===== config.mk =====
export PLATFORM = sky130hd
export DESIGN_NAME = iosc_top
export DESIGN_NICKNAME = d
export VERILOG_FILES = /design/src/common/iosc_pkg.sv /design/src/rtl/iosc_top.sv
export VERILOG_INCLUDE_DIRS = /design/src /design/src/common
export SDC_FILE = /design/constraint.sdc
export NUM_CORES = 1
export LEC_CHECK = 0
export ABC_AREA = 0
export ABC_CLOCK_PERIOD_IN_PS = 2330
export BUFFER_PORTS_ARGS = -buffer_cell sky130_fd_sc_hd__buf_2
export CAP_MARGIN = 20
export CELL_PAD_IN_SITES_DETAIL_PLACEMENT = 0
export CELL_PAD_IN_SITES_GLOBAL_PLACEMENT = 2
export CORE_ASPECT_RATIO = 0.8
export CORE_MARGIN = 1
export CORE_UTILIZATION = 39
export CTS_BUF_LIST = sky130_fd_sc_hd__clkbuf_4 sky130_fd_sc_hd__clkbuf_8
export CTS_CLUSTER_DIAMETER = 50
export DETAILED_ROUTE_END_ITERATION = 16
export PLACE_DENSITY_LB_ADDON = 0.12
export SLEW_MARGIN = 20
export SYNTH_ARGS = -nofsm -noshare
export SYNTH_HDL_FRONTEND = slang
export SYNTH_SLANG_ARGS = --single-unit

===== constraint.sdc =====
create_clock -name SYS_CLK -period 2.33 [get_ports SYS_CLK]
set_input_delay 0.1165 -clock SYS_CLK [delete_from_list [all_inputs] [get_ports SYS_CLK]]
set_output_delay 0.1165 -clock SYS_CLK [all_outputs]
set_load 0.01 [all_outputs]

===== src/common/iosc_regs.svh =====
// register indexes, field positions, reset values and timing for the io stage control block
`ifndef IOSC_REGS_SVH
`define IOSC_REGS_SVH
`define IOSC_IDX_IN_A 6'h00
`define IOSC_IDX_IN_B 6'h01
`define IOSC_IDX_OC_A 6'h02
`define IOSC_IDX_OC_B 6'h03
`define IOSC_IDX_EVENT 6'h05
`define IOSC_IDX_OE_A 6'h0C
`define IOSC_IDX_OE_B 6'h0D
`define IOSC_IDX_FL_A 6'h0E
`define IOSC_IDX_FL_B 6'h0F
`define IOSC_IDX_FILT_LO 6'h14
`define IOSC_IDX_FILT_HI 6'h15
`define IOSC_IDX_DIR_LO 6'h16
`define IOSC_IDX_DIR_HI 6'h17
`define IOSC_IDX_FREQ 6'h18
`define IOSC_IDX_CLK 6'h19
`define IOSC_IDX_OCF 6'h1A
`define IOSC_IDX_FAULT 6'h1D
`define IOSC_EVT_ADC_BIT 2
`define IOSC_EVT_LSL_BIT 4
`define IOSC_FLT_GND_BIT 7
`define IOSC_FLT_VB_BIT 6
`define IOSC_FLT_RES_BIT 5
`define IOSC_CLK_FLASH_PIN_BIT 0
`define IOSC_CLK_INT_OSC_BIT 1
`define IOSC_DIR_OUT_BIT 0
`define IOSC_BIAS_LVL_LSB 1
`define IOSC_BIAS_UP_BIT 3
`define IOSC_RST_OE 8'h00
`define IOSC_RST_FLASH 8'h00
`define IOSC_RST_FILT 8'h00
`define IOSC_RST_DIR 8'h00
`define IOSC_RST_FREQ 8'h00
`define IOSC_RST_CLK 8'h00
`define IOSC_RST_OCF 8'h00
`define IOSC_CLK_NS 20
`define IOSC_FLASH_TICK_NS 1000000
`endif


===== src/common/iosc_pkg.sv =====
// types shared by the io stage control block
package iosc_pkg;
    typedef enum logic {IOSC_IDLE, IOSC_ACK} iosc_bus_state_t;
    typedef struct packed {
        logic pull_up;
        logic [1:0] level;
    } iosc_bias_t;
endpackage : iosc_pkg


===== src/rtl/iosc_top.sv =====
// io stage control: output enables, flash, bias, filters and register file
// What this block does
// - event register shows conversion finished as 1
// - event register shows logic supply low as 1
// - fault register holds ground, supply, reset flags
// - fixed five-bit identity in fault register low bits
// - direction chosen per group of four stages
// - groups 0..3 map to stages 1..16
// - per-group debounce for levels and overcurrent
// - pull bias configurable in any mode, four levels
// - overtemperature turns bias off until recovery
// - output drives only with its enable bit
// - overtemperature clears both output enable registers
// - force-off pin low disables all outputs
// - per-output flash enable registers
// - flash timing from pin or system clock
// - clock source select bit drives clock mux
// - separate flash frequency for each group
// - flashing visible only on enabled outputs
// - overtemperature clears both flash enable registers
// - external reset low loads all defaults
//
// The Avalon-MM register port was chosen for this implementation.
`timescale 1ns/100ps
`include "iosc_regs.svh"
module iosc_top #(
    parameter logic [4:0] IDENTITY = 5'h0A, // arbitrary value
    parameter int unsigned FLASH_TICK_CYCLES = `IOSC_FLASH_TICK_NS / `IOSC_CLK_NS
) (
    input wire logic SYS_CLK,
    input wire logic RESET_N,
    input wire logic [7:0] AVS_ADDRESS,
    input wire logic AVS_READ,
    input wire logic AVS_WRITE,
    input wire logic [31:0] AVS_WRITEDATA,
    input wire logic [3:0] AVS_BYTEENABLE,
    output logic [31:0] AVS_READDATA,
    output logic AVS_WAITREQUEST,
    input wire logic OUTPUT_FORCE_OFF_N,
    input wire logic FLASH_FREQUENCY_PIN,
    input wire logic EXTERNAL_RESET_N,
    input wire logic OVER_UPPER_THRESHOLD,
    input wire logic BELOW_RECOVERY_THRESHOLD,
    input wire logic LOGIC_SUPPLY_LOW,
    input wire logic GROUND_BOND_BREAK,
    input wire logic [3:0] STAGE_SUPPLY_LOW,
    input wire logic ADC_DONE,
    input wire logic [15:0] IO_LEVEL_IN,
    input wire logic [15:0] OVERCURRENT_IN,
    output logic [15:0] IO_DRIVE_EN,
    output iosc_pkg::iosc_bias_t [3:0] BIAS,
    output logic CLOCK_SOURCE_INTERNAL
);
    import iosc_pkg::*;

    localparam int SW = 44;
    localparam logic [SW-1:0] SYNC_RST = {1'b0, 1'b0, 1'b1, 41'h0};

    function automatic logic [3:0] nib(input logic [15:0] v, input int n);
        nib = v[n*4 +: 4];
    endfunction : nib

    logic [SW-1:0] sync1_reg;
    logic [SW-1:0] sync2_reg;
    logic force_s;
    logic flpin_s;
    logic extrst_s;
    logic over_s;
    logic below_s;
    logic lsl_s;
    logic gnd_s;
    logic [3:0] vbl_s;
    logic adc_s;
    logic [31:0] raw_s;
    logic [31:0] filt;
    logic sw_rst;
    iosc_bus_state_t state_reg;
    logic [5:0] idx;
    logic wr;
    logic [15:0] oe_reg;
    logic [15:0] flash_reg;
    logic [15:0] filt_cfg_reg;
    logic [15:0] dir_cfg_reg;
    logic [7:0] freq_reg;
    logic [7:0] clk_reg;
    logic [7:0] ocf_reg;
    logic thermal_off_reg;
    logic [15:0] tick_cnt_reg;
    logic tick;
    logic flpin_d_reg;
    logic [3:0] phase_cnt_reg;
    logic [3:0] phase;
    logic [15:0] phase16;
    logic [15:0] dir16;
    logic [3:0] grp_cfg [4];
    logic [15:0] drive_next;
    logic [7:0] rd_next;

    // two-stage synchroniser for every pin
    always_ff @(posedge SYS_CLK)
    begin
        if (!RESET_N)
        begin
            sync1_reg <= SYNC_RST;
            sync2_reg <= SYNC_RST;
        end
        else
        begin
            sync1_reg <= {OUTPUT_FORCE_OFF_N, FLASH_FREQUENCY_PIN, EXTERNAL_RESET_N, OVER_UPPER_THRESHOLD,
                          BELOW_RECOVERY_THRESHOLD, LOGIC_SUPPLY_LOW, GROUND_BOND_BREAK, STAGE_SUPPLY_LOW,
                          ADC_DONE, OVERCURRENT_IN, IO_LEVEL_IN};
            sync2_reg <= sync1_reg;
        end
    end

    assign force_s = sync2_reg[43];
    assign flpin_s = sync2_reg[42];
    assign extrst_s = sync2_reg[41];
    assign over_s = sync2_reg[40];
    assign below_s = sync2_reg[39];
    assign lsl_s = sync2_reg[38];
    assign gnd_s = sync2_reg[37];
    assign vbl_s = sync2_reg[36:33];
    assign adc_s = sync2_reg[32];
    assign raw_s = sync2_reg[31:0];

    assign sw_rst = !RESET_N || !extrst_s;

    genvar g;
    generate
        for (g = 0; g < 32; g++)
        begin : g_filt
            logic [3:0] cnt_reg;
            logic val_reg;
            logic [3:0] thr;
            if (g < 16)
            begin : g_io
                assign thr = nib(filt_cfg_reg, g / 4);
            end
            else
            begin : g_oc
                assign thr = {ocf_reg[((g - 16) / 4) * 2 +: 2], 2'b00};
            end
            always_ff @(posedge SYS_CLK)
            begin
                if (sw_rst)
                begin
                    cnt_reg <= 4'h0;
                    val_reg <= 1'b0;
                end
                else if (raw_s[g] == val_reg)
                begin
                    cnt_reg <= 4'h0;
                end
                else if (cnt_reg >= thr)
                begin
                    cnt_reg <= 4'h0;
                    val_reg <= raw_s[g];
                end
                else
                begin
                    cnt_reg <= cnt_reg + 4'h1;
                end
            end
            assign filt[g] = val_reg;
        end
    endgenerate

    // bus handshake: one wait cycle per access
    assign idx = AVS_ADDRESS[7:2];
    assign AVS_WAITREQUEST = (AVS_READ || AVS_WRITE) && (state_reg == IOSC_IDLE);
    assign wr = AVS_WRITE && (state_reg == IOSC_ACK) && AVS_BYTEENABLE[0];

    always_ff @(posedge SYS_CLK)
    begin
        if (!RESET_N)
        begin
            state_reg <= IOSC_IDLE;
        end
        else
        begin
            case (state_reg)
                IOSC_IDLE: state_reg <= (AVS_READ || AVS_WRITE) ? IOSC_ACK : IOSC_IDLE;
                IOSC_ACK: state_reg <= IOSC_IDLE;
                default: state_reg <= IOSC_IDLE;
            endcase
        end
    end

    // thermal latch with hysteresis
    always_ff @(posedge SYS_CLK)
    begin
        if (sw_rst)
        begin
            thermal_off_reg <= 1'b0;
        end
        else if (over_s)
        begin
            thermal_off_reg <= 1'b1;
        end
        else if (below_s)
        begin
            thermal_off_reg <= 1'b0;
        end
    end

    always_ff @(posedge SYS_CLK)
    begin
        if (sw_rst || over_s)
        begin
            oe_reg <= {`IOSC_RST_OE, `IOSC_RST_OE};
        end
        else if (wr && idx == `IOSC_IDX_OE_A)
        begin
            oe_reg[7:0] <= AVS_WRITEDATA[7:0];
        end
        else if (wr && idx == `IOSC_IDX_OE_B)
        begin
            oe_reg[15:8] <= AVS_WRITEDATA[7:0];
        end
    end

    always_ff @(posedge SYS_CLK)
    begin
        if (sw_rst || over_s)
        begin
            flash_reg <= {`IOSC_RST_FLASH, `IOSC_RST_FLASH};
        end
        else if (wr && idx == `IOSC_IDX_FL_A)
        begin
            flash_reg[7:0] <= AVS_WRITEDATA[7:0];
        end
        else if (wr && idx == `IOSC_IDX_FL_B)
        begin
            flash_reg[15:8] <= AVS_WRITEDATA[7:0];
        end
    end

    // configuration registers
    always_ff @(posedge SYS_CLK)
    begin
        if (sw_rst)
        begin
            filt_cfg_reg <= {`IOSC_RST_FILT, `IOSC_RST_FILT};
            dir_cfg_reg <= {`IOSC_RST_DIR, `IOSC_RST_DIR};
            freq_reg <= `IOSC_RST_FREQ;
            clk_reg <= `IOSC_RST_CLK;
            ocf_reg <= `IOSC_RST_OCF;
        end
        else if (wr)
        begin
            case (idx)
                `IOSC_IDX_FILT_LO: filt_cfg_reg[7:0] <= AVS_WRITEDATA[7:0];
                `IOSC_IDX_FILT_HI: filt_cfg_reg[15:8] <= AVS_WRITEDATA[7:0];
                `IOSC_IDX_DIR_LO: dir_cfg_reg[7:0] <= AVS_WRITEDATA[7:0];
                `IOSC_IDX_DIR_HI: dir_cfg_reg[15:8] <= AVS_WRITEDATA[7:0];
                `IOSC_IDX_FREQ: freq_reg <= AVS_WRITEDATA[7:0];
                `IOSC_IDX_CLK: clk_reg <= AVS_WRITEDATA[7:0];
                `IOSC_IDX_OCF: ocf_reg <= AVS_WRITEDATA[7:0];
                default: ocf_reg <= ocf_reg;
            endcase
        end
    end

    assign CLOCK_SOURCE_INTERNAL = clk_reg[`IOSC_CLK_INT_OSC_BIT];

    always_ff @(posedge SYS_CLK)
    begin
        if (sw_rst)
        begin
            tick_cnt_reg <= 16'h0000;
            flpin_d_reg <= 1'b0;
        end
        else
        begin
            tick_cnt_reg <= (tick_cnt_reg >= 16'(FLASH_TICK_CYCLES - 1)) ? 16'h0000 : tick_cnt_reg + 16'h0001;
            flpin_d_reg <= flpin_s;
        end
    end

    assign tick = clk_reg[`IOSC_CLK_FLASH_PIN_BIT] ? (flpin_s && !flpin_d_reg)
                                                   : (tick_cnt_reg >= 16'(FLASH_TICK_CYCLES - 1));

    always_ff @(posedge SYS_CLK)
    begin
        if (sw_rst)
        begin
            phase_cnt_reg <= 4'h0;
        end
        else if (tick)
        begin
            phase_cnt_reg <= phase_cnt_reg + 4'h1;
        end
    end

    generate
        for (g = 0; g < 4; g++)
        begin : g_nib
            assign phase[g] = phase_cnt_reg[freq_reg[g*2 +: 2]];
            assign phase16[g*4 +: 4] = {4{phase[g]}};
            assign grp_cfg[g] = nib(dir_cfg_reg, g);
            assign dir16[g*4 +: 4] = {4{grp_cfg[g][`IOSC_DIR_OUT_BIT]}};
        end
    endgenerate

    assign drive_next = force_s ? (dir16 & oe_reg & (~flash_reg | phase16)) : 16'h0000;

    always_ff @(posedge SYS_CLK)
    begin
        if (sw_rst)
        begin
            IO_DRIVE_EN <= 16'h0000;
        end
        else
        begin
            IO_DRIVE_EN <= drive_next;
        end
    end

    always_ff @(posedge SYS_CLK)
    begin
        if (sw_rst || thermal_off_reg)
        begin
            BIAS <= '0;
        end
        else
        begin
            for (int n = 0; n < 4; n++)
            begin
                BIAS[n].pull_up <= grp_cfg[n][`IOSC_BIAS_UP_BIT];
                BIAS[n].level <= grp_cfg[n][`IOSC_BIAS_LVL_LSB +: 2];
            end
        end
    end

    // read mux
    always_comb
    begin
        case (idx)
            `IOSC_IDX_IN_A: rd_next = filt[7:0];
            `IOSC_IDX_IN_B: rd_next = filt[15:8];
            `IOSC_IDX_OC_A: rd_next = filt[23:16];
            `IOSC_IDX_OC_B: rd_next = filt[31:24];
            `IOSC_IDX_EVENT: rd_next = {3'h0, lsl_s, 1'b0, adc_s, 2'h0};
            `IOSC_IDX_OE_A: rd_next = oe_reg[7:0];
            `IOSC_IDX_OE_B: rd_next = oe_reg[15:8];
            `IOSC_IDX_FL_A: rd_next = flash_reg[7:0];
            `IOSC_IDX_FL_B: rd_next = flash_reg[15:8];
            `IOSC_IDX_FILT_LO: rd_next = filt_cfg_reg[7:0];
            `IOSC_IDX_FILT_HI: rd_next = filt_cfg_reg[15:8];
            `IOSC_IDX_DIR_LO: rd_next = dir_cfg_reg[7:0];
            `IOSC_IDX_DIR_HI: rd_next = dir_cfg_reg[15:8];
            `IOSC_IDX_FREQ: rd_next = freq_reg;
            `IOSC_IDX_CLK: rd_next = clk_reg;
            `IOSC_IDX_OCF: rd_next = ocf_reg;
            `IOSC_IDX_FAULT: rd_next = {gnd_s, |vbl_s, !extrst_s, IDENTITY};
            default: rd_next = 8'h00;
        endcase
    end

    always_ff @(posedge SYS_CLK)
    begin
        if (!RESET_N)
        begin
            AVS_READDATA <= 32'h00000000;
        end
        else if (AVS_READ && state_reg == IOSC_IDLE)
        begin
            AVS_READDATA <= {24'h000000, rd_next};
        end
    end
endmodule : iosc_top

==> results.yml, run 1 <==
drt:
  drt-initial-drc-count: 686
  antenna_left: 0
  vias: 12800
  drc: 0
  wl_per_cell_um: 17.0
  dr.pass1.iters: 6
  routed_via_density: 4.78
  totalWireLength_mm: 45.7
cts:
  cts_resized: 0
  postCtsHoldBufs: 56
  post_cts_buffers: 0
  cts_tree: "built"
  cts_sinks: 395
  clk_pin_slew_worst_paths_ps: 60
  htreeDepth: 3
  clockBufferDepth: 3
  insertion_delay_ps: 650
  cts_buffers: 70
  root_buffer: "clkbuf_8"
power:
  p_clk_frac: 0.481
  p_leak_nw: 8.21
  power_switching_share: 0.229
  p_comb_frac: 0.039
  peakVddDrop_uv: 386
  power.switching_mw: 3.30
  power.internal_mw: 11.1
  power_density_nw_per_um2: 694
  seqPwrFrac: 0.480
  totalPowerFinal_mw: 14.4
worst_setup_path:
  critical_path.max_stage_delay_ps: 490
  path_class: "reg -> reg"
  r2r_end: "flash_reg[12]"
  r2r_slack_ps: 190
  start_kind: "flip-flop"
  cp_slowest_cell: "nand2b_1"
  regToRegStartpoint: "state_reg"
  cp.depth: 5
  worst_ep_required_time_ps: 2850
  crit_chain: "nand3_1 > nand2b_1 > nor2_4 > mux2i_1 > nor2_1"
  ff2ff_path_depth: 5
  arrival_ps: 2650
  path_delay_family: "simple AND/OR/NAND/NOR gates"
  crit_fanout: 8
  worstSetupEndpointType: "flip-flop"
  crit_start: "state_reg"
  critPathBufInv: 0
  endpoint: "flash_reg[12]"
yosys:
  ys_types: 65
  ys_async_sr_fraction: 0
  synth_edf_count: 0
  synth-xor-area-share: 0.0552
  synth-compound-area-share: 0.0745
  muxShareOfSynthArea: 0.0740
  synth-main-ff-cell: "dfxtp_1"
  ys_seq_area_frac: 0.453
  synthAdderAreaFrac: 0.105
  yosys.area_share.simple: 0.186
  ys_ff_latch: 395
  netlist_area_um2: 17500
  synth_top_family_by_area: "simple AND/OR/NAND/NOR gates"
  synth.avg_cell_area_um2: 9.56
  syn_inst: 1828
  yosys_warnings: 0
grt:
  grt_pass1_vias: 12400
  grt_start_max_net_pins: 54
  top_usage_layer: "met2"
  grt_overflow: 0
  antenna_found_initial: 1
  grt_pass1_wl_mm: 70.8
  gr-usage-met1: 0.284
  grt_use_met2: 0.308
  grt.total_usage: 0.204
  use_met3: 0.0611
floorplanning:
  fp.dieH_um: 191
  dieArea_um2: 45600
  dieWidth_um: 239
  ioPinCount: 154
  core-area_um2: 43600
  rows: 68
  start_util: 0.400
timing:
  tightest_slew_ps: 770
  fin_tns_setup_ps: 0
  min_period_ps: 2140
  setup_viol: 0
  rsz0062_at_grt: "false"
  finalHoldViolCount: 0
  max_freq_mhz: 468
  skew_ps: 20.4
  drv_slew: 0
  max_slew_margin: 0.486
  period_share: 0.918
final_layout:
  largest_reg_flops: 128
  final_common_cell: "dfxtp_1"
  n_fill_cell: 4194
  drive_gt1_frac: 0.140
  multi_input_area_um2: 8730
  areaGrowthSynthToFinish_pct: 18.8
  nets: 2273
  final_cell_mix: "395 x dfxtp_1, 263 x nor2_1, 146 x ha_1, 119 x mux2i_1, 118 x inv_1"
  register_area_um2: 7910
min_path:
  min_path_type: "in -> reg"
status:
  status: "finished, final reports clean"
run:
  cap_violations: 0
placement:
  port_buffers: 100
  dpl.hpwl_mm: 33.1
  gp_congestion: 0.933
-- power groups by stage --
stage / clock (mW) / combinational, mW / sequential (mW)
after global routing: 7.51 / 0.617 / 6.92
final: 6.93 / 0.564 / 6.91
after floorplan: 0 / 0.332 / 7.03
after global placement: 0 / 0.487 / 7.06
after detailed placement: 0 / 0.490 / 7.06
after CTS: 7.17 / 0.565 / 6.91
-- worst min-delay path, cell delays in order --
cell	delay, ps
buf_2	130
nor4bb_1	170
a32o_1	240
-- metrics by stage --
step | std cells | hold WS [ps] | utilization | worst slack [ps] | instance area [um^2]
floorplan | 1851 | 218 | - | 531 | 17600
global placement | 2502 | 302 | 0.428 | 114 | 18700
detailed placement | 2502 | 300 | 0.428 | 105 | 18700
CTS | 2681 | 15.1 | 0.475 | 245 | 20700
global route | 2681 | 44.8 | 0.475 | 132 | 20700
finish | 2682 | 64.2 | 0.475 | 192 | 20800
-- layout make-up --
cell class,count,share of cell area
Timing Repair Buffer,199,0.0673
Sequential cell,395,0.381
Multi-Input combinational cell,1251,0.421
Inverter,118,0.0213
Antenna cell,1,0.000121
Tap cell,595,0.0359
Clock inverter,12,0.00651
Clock buffer,111,0.0670
-- routing by layer --
metal  part of all wire  vias to the layer above
met1               0.49                     5924
met2               0.42                      307
li1                   -                     6519
met4              0.018                        2
met3              0.068                       81
met5            0.00037                        -
-- cells in the mapped netlist, drive strengths merged, types with 4 or more instances --
| library cell | instances | area (um^2) |
|---|---|---|
| dfxtp | 395 | 7910 |
| nor2 | 271 | 1070 |
| ha | 146 | 1830 |
| mux2i | 119 | 1190 |
| inv | 118 | 443 |
| nand2 | 107 | 402 |
| and2 | 102 | 638 |
| a21oi | 66 | 330 |
| nand3 | 62 | 310 |
| xor2 | 58 | 508 |
| xnor2 | 52 | 455 |
| buf | 46 | 325 |
| clkbuf | 41 | 154 |
| and3 | 35 | 219 |
| a21o | 32 | 240 |
| nand2b | 24 | 150 |
| o21ai | 21 | 105 |
| a2111o | 17 | 191 |
| nor3 | 13 | 98.9 |
| a2111oi | 10 | 95.1 |
| nand4 | 8 | 50.1 |
| a22oi | 7 | 52.6 |
| a32oi | 6 | 52.6 |
| nand3b | 6 | 45.0 |
| nor4 | 6 | 52.6 |
| a221o | 5 | 50.1 |
| mux2 | 5 | 56.3 |
| a32o | 4 | 40.0 |
| or3 | 4 | 25.0 |
-- worst min-delay path by stage --
stage | from | end | slack, ps | cells after the start
2_1_floorplan | EXTERNAL_RESET_N | sync1_reg[41] | 220 | 1
3_3_place_gp | EXTERNAL_RESET_N | sync1_reg[41] | 300 | 2
3_5_place_dp | EXTERNAL_RESET_N | sync1_reg[41] | 300 | 2
4_1_cts | AVS_READ | AVS_READDATA[1] | 20 | 3
5_1_grt | AVS_READ | AVS_READDATA[5] | 40 | 3
6_report | AVS_READ | AVS_READDATA[1] | 60 | 3
-- cells by family (layout without fill, tap and decap cells) --
| kind of cell | count (synthesis) | after routing |
|---|---|---|
| other | 1 | 25 |
| buffers and inverters | 205 | 440 |
| AOI/OAI and AO/OA | 186 | 186 |
| and+or+nand+nor | 659 | 659 |
| adders and majority gates | 146 | 146 |
| xor gates and xnor gates | 110 | 110 |
| muxes | 126 | 126 |
| DFF | 395 | 395 |
Power figures use the tool's default switching activity.
==> inputs of run 2 (changes only) <==
Settings changed: ABC_CLOCK_PERIOD_IN_PS 2330 to 2220, PLACE_DENSITY from default to 0.81, PLACE_DENSITY_LB_ADDON 0.12 to default.
Clock period 2.33 ns to 2.22 ns, I/O delays scaled along.
==> run 2 against run 1 <==
Net effect:
- hold slack improved by 7.0 ps
- largest power group is now registers
- via count rose by 1.4%
- wire length barely moved
- non-clock buffer count rose by 25
- critical path type unchanged
- design area rose by 0.80%
- sequential share of layout area fell by 0.30 points
- clock skew rose by 12 ps
==> results.yml, run 2 (synthesis gave the netlist of run 1 again) <==
power:
  p_leak_nw: 8.32
  power_density_nw_per_um2: 714
  peakVddDrop_uv: 436
  p_comb_frac: 0.042
  seqPwrFrac: 0.486
  power_switching_share: 0.231
  power.switching_mw: 3.45
  totalPowerFinal_mw: 14.9
  power.internal_mw: 11.5
  p_clk_frac: 0.472
grt:
  gr-usage-met1: 0.297
  grt_overflow: 0
  grt_start_max_net_pins: 41
  grt_pass1_wl_mm: 71.1
  use_met3: 0.0497
  grt_use_met2: 0.297
  antenna_found_initial: 3
  grt.total_usage: 0.205
  grt_pass1_vias: 12500
  top_usage_layer: "met1"
timing:
  tightest_slew_ps: 787
  min_period_ps: 2050
  skew_ps: 32.2
  finalHoldViolCount: 0
  max_freq_mhz: 489
  drv_slew: 0
  setup_viol: 0
  max_slew_margin: 0.471
  fin_tns_setup_ps: 0
  period_share: 0.922
  rsz0062_at_grt: "false"
final_layout:
  largest_reg_flops: 128
  diodes: 0
  stdcell_count: 2705
  drive_gt1_frac: 0.147
  n_fill_cell: 4118
  final_cell_mix: "395 x dfxtp_1, 263 x nor2_1, 146 x ha_1, 119 x mux2i_1, 118 x inv_1"
  final_common_cell: "dfxtp_1"
  nets: 2298
  areaGrowthSynthToFinish_pct: 19.8
placement:
  dpl.hpwl_mm: 33.5
  gp_congestion: 0.977
  port_buffers: 100
  dp.cells: 2520
worst_setup_path:
  critical_path.max_stage_delay_ps: 580
  cp_common_cell: "a21o_1"
  r2r_slack_ps: 170
  crit_fanout: 6
  ff2ff_path_depth: 6
  crit_start: "filt_cfg_reg[12]"
  cp_slowest_cell: "dfxtp_1"
  regToRegStartpoint: "filt_cfg_reg[12]"
  worst_ep_required_time_ps: 2760
  path_delay_family: "compound AO/OA/AOI/OAI gates"
  path_class: "reg -> reg"
  cp.depth: 6
  worstSetupEndpointType: "flip-flop"
  r2r_end: "g_filt[14].cnt_reg[2]"
  crit_chain: "ha_1 > nand2b_1 > a21o_1 > a21o_1 > a2111o_1 > nor2_1"
  critPathBufInv: 0
  arrival_ps: 2590
  start_kind: "flip-flop"
cts:
  post_cts_buffers: 0
  clockBufferDepth: 3
  clk_pin_slew_worst_paths_ps: 60
  cts_tree: "built"
  root_buffer: "clkbuf_8"
  cts_buffers: 70
  cts_sinks: 395
  insertion_delay_ps: 640
  htreeDepth: 3
drt:
  dr.pass1.iters: 5
  drc: 0
  routed_via_density: 4.81
  drt-initial-drc-count: 684
  totalWireLength_mm: 45.7
  wl_per_cell_um: 16.9
  antenna_left: 0
  vias: 13000
floorplanning:
  ioPinCount: 154
  rows: 68
  fp.dieH_um: 191
  core-area_um2: 43600
  dieWidth_um: 239
  start_util: 0.400
  dieArea_um2: 45600
status:
  status: "finished, final reports clean"
min_path:
  min_to: "AVS_READDATA[5]"
  min_path_type: "in -> reg"
  whs_path_depth: 3
  min_from: "AVS_READ"
run:
  cap_violations: 0
## run 2: changes by cell type in the layout (fill, tap and decap cells not counted), sizes merged
cell,change
dlygate4sd3,+7
diode,-1
buf,+18
bufinv,+1
clkinv,+12
clkinvlp,+1
inv,-2
clkbuf,-13
## run 2: final cells by class
type	instances	area, um^2	share of cell area
clock buffer	98	1250	0.0600
clock inverter	24	216	0.0103
inverter	118	443	0.0212
multi-input combinational	1251	8740	0.418
sequential	395	7910	0.378
tap	595	744	0.0356
timing repair buffer	224	1610	0.0772
## run 2: tightest hold or removal path: stages
cell and delay (ps):
buf_2 130, nor4bb_1 160, a32o_1 240
## run 2: worst max path at each step
stage                       endpoint
6_report       g_filt[14].cnt_reg[2]
5_1_grt             phase_cnt_reg[3]
2_1_floorplan       tick_cnt_reg[10]
3_5_place_dp         AVS_READDATA[1]
3_3_place_gp         AVS_READDATA[1]
4_1_cts             phase_cnt_reg[3]
## run 2: layer usage
layer / wire, um / vias to the layer above
met1: 23000 / 6042
met4: 1080 / 4
li1: - / 6570
met2: 18800 / 312
met3: 2840 / 86
met5: 22 / -
## run 2: stage by stage
| stage | hold WS [ps] | utilization | worst slack [ps] | area [um^2] |
|---|---|---|---|---|
| after global routing | 37.1 | 0.479 | 12.0 | 20900 |
| after detailed placement | 296 | 0.431 | -9.49 | 18800 |
| after floorplan | 212 | - | 421 | 17600 |
| final | 71.2 | 0.479 | 173 | 20900 |
| after global placement | 292 | 0.431 | -14.9 | 18800 |
| after CTS | 4.22 | 0.479 | 40.9 | 20900 |
## run 2: what timing repair did
action / in CTS / in global routing
hold buffers: 63 / 0
hold endpoints to repair: 141 / 0
endpoints found under the setup margin: 0 / 4
resized for setup: 0 / 1
## run 2: power by group through the flow
| stage | clock [mW] | sequential (mW) | combinational, mW |
|---|---|---|---|
| floorplan | 0 | 7.38 | 0.348 |
| global placement | 0 | 7.41 | 0.537 |
| detailed placement | 0 | 7.41 | 0.541 |
| CTS | 7.32 | 7.25 | 0.629 |
| global route | 7.69 | 7.26 | 0.687 |
| finish | 7.05 | 7.25 | 0.631 |
==> inputs of run 3 (changes only) <==
Settings changed: ABC_CLOCK_PERIOD_IN_PS 2220 to 2600, CORE_UTILIZATION 39 to 42, PLACE_DENSITY 0.81 to 0.86.
Clock period 2.22 ns to 2.6 ns, I/O delays scaled along.
==> run 3 against run 2 <==
Net effect:
- global-route usage up 0.78 points
- largest power group unchanged
- highest routed layer unchanged
- combinational power down 20%
- maximum frequency down 5.3%
- register-to-register slack better by 260 ps
- hold slack better by 83 ps
==> results.yml, run 3 (synthesis gave the netlist of run 1 again) <==
final_layout:
  stdcell_count: 2615
  diodes: 0
  largest_reg_flops: 128
  areaGrowthSynthToFinish_pct: 17.6
  n_fill_cell: 3868
  drive_gt1_frac: 0.130
  final_cell_mix: "395 x dfxtp_1, 263 x nor2_1, 146 x ha_1, 119 x mux2i_1, 118 x inv_1"
  fin_area_um2: 20500
  nets: 2263
  final_common_cell: "dfxtp_1"
  fin_util: 0.504
drt:
  drt-initial-drc-count: 788
  antenna_left: 0
  totalWireLength_mm: 44.6
  dr.pass1.iters: 5
  wl_per_cell_um: 17.1
  drc: 0
  routed_via_density: 4.95
  vias: 13000
placement:
  port_buffers: 100
  dp.cells: 2436
  dpl.hpwl_mm: 32.2
  gp_congestion: 0.971
  placed_area_um2: 18500
  place_ws_ps: 346
timing:
  min_period_ps: 2160
  rsz0062_at_grt: "false"
  setup_viol: 0
  fin_tns_setup_ps: 0
  drv_slew: 0
  tightest_slew_ps: 805
  fin_hold_ws_ps: 154
  max_freq_mhz: 463
  max_slew_margin: 0.456
  worst_slack_ps: 438
  period_share: 0.832
  finalHoldViolCount: 0
  skew_ps: 18.2
floorplanning:
  rows: 66
  ioPinCount: 154
  fp.dieH_um: 184
  dieArea_um2: 42400
  dieWidth_um: 230
  start_util: 0.428
  core-area_um2: 40800
worst_setup_path:
  path_delay_family: "compound AO/OA/AOI/OAI gates"
  arrival_ps: 2700
  critPathBufInv: 0
  start_kind: "flip-flop"
  path_class: "reg -> reg"
  critical_path.max_stage_delay_ps: 500
  crit_chain: "ha_1 > nand3_1 > a2111oi_1 > o31ai_1 > or3_1 > a21oi_1"
  worstSetupEndpointType: "flip-flop"
  worst_ep_required_time_ps: 3140
  crit_fanout: 7
  cp_slowest_cell: "a2111oi_1"
run:
  cap_violations: 0
grt:
  grt_overflow: 0
  grt_pass1_vias: 12200
  grt.total_usage: 0.213
  antenna_found_initial: 1
  grt_start_max_net_pins: 41
  grt_pass1_wl_mm: 69.2
cts:
  post_cts_buffers: 0
  cts_buffers: 66
  root_buffer: "clkbuf_8"
  postCtsHoldBufs: 65
  cts_resized: 0
  clockBufferDepth: 3
  cts_tree: "built"
  cts_sinks: 395
  clk_pin_slew_worst_paths_ps: 70
  insertion_delay_ps: 610
  htreeDepth: 3
min_path:
  min_path_type: "in -> reg"
status:
  status: "finished, final reports clean"
power:
  peakVddDrop_uv: 418
  p_leak_nw: 8.14
  power_density_nw_per_um2: 611
  totalPowerFinal_mw: 12.6
[run 3: cell types whose count changed in the layout (fill, tap and decap cells not counted), sizes merged]
cell         delta
clkbuf          +8
clkinv          -9
inv             -2
bufinv          -2
buf            -33
dlygate4sd3     +2
clkinvlp        -3
[run 3: layer usage]
metal  global-route usage  vias up  part of all wire
met4               0.0583        2             0.020
met1                0.299     6064              0.49
met5                    0        -           0.00025
li1                     -     6503                 -
met3               0.0535       68             0.060
met2                0.323      320              0.43
[run 3: area by class of cell]
class,count,area [um^2],area share
repair buffers,193,1360,0.0663
inverters,118,443,0.0216
flip-flops and latches,395,7910,0.385
well taps,544,681,0.0331
multi-input cells,1251,8730,0.425
clock inverters,8,71.3,0.00347
clock buffers,106,1350,0.0655
[run 3: final timing paths]
path / cells after the start / end / from / slack (ps)
hold / removal: 3 / AVS_READDATA[5] / AVS_ADDRESS[5] / 150
setup reg to reg: 6 / phase_cnt_reg[3] / tick_cnt_reg[0] / 440
setup / recovery: 6 / phase_cnt_reg[3] / tick_cnt_reg[0] / 440
hold reg to reg: 1 / sync2_reg[41] / sync1_reg[41] / 420
[run 3: report_power, final]
| group | internal, mW | switching, mW |
|---|---|---|
| Combinational | 0.208 | 0.298 |
| Clock | 3.37 | 2.49 |
| Sequential | 6.14 | 0.0532 |
| Total | 9.71 | 2.84 |
[run 3: worst reg2reg max path: stages (launching register included)]
cell,delay (ps)
dfxtp_1,390
ha_1,280
nand3_1,140
a2111oi_1,500
o31ai_1,260
or3_1,370
a21oi_1,150
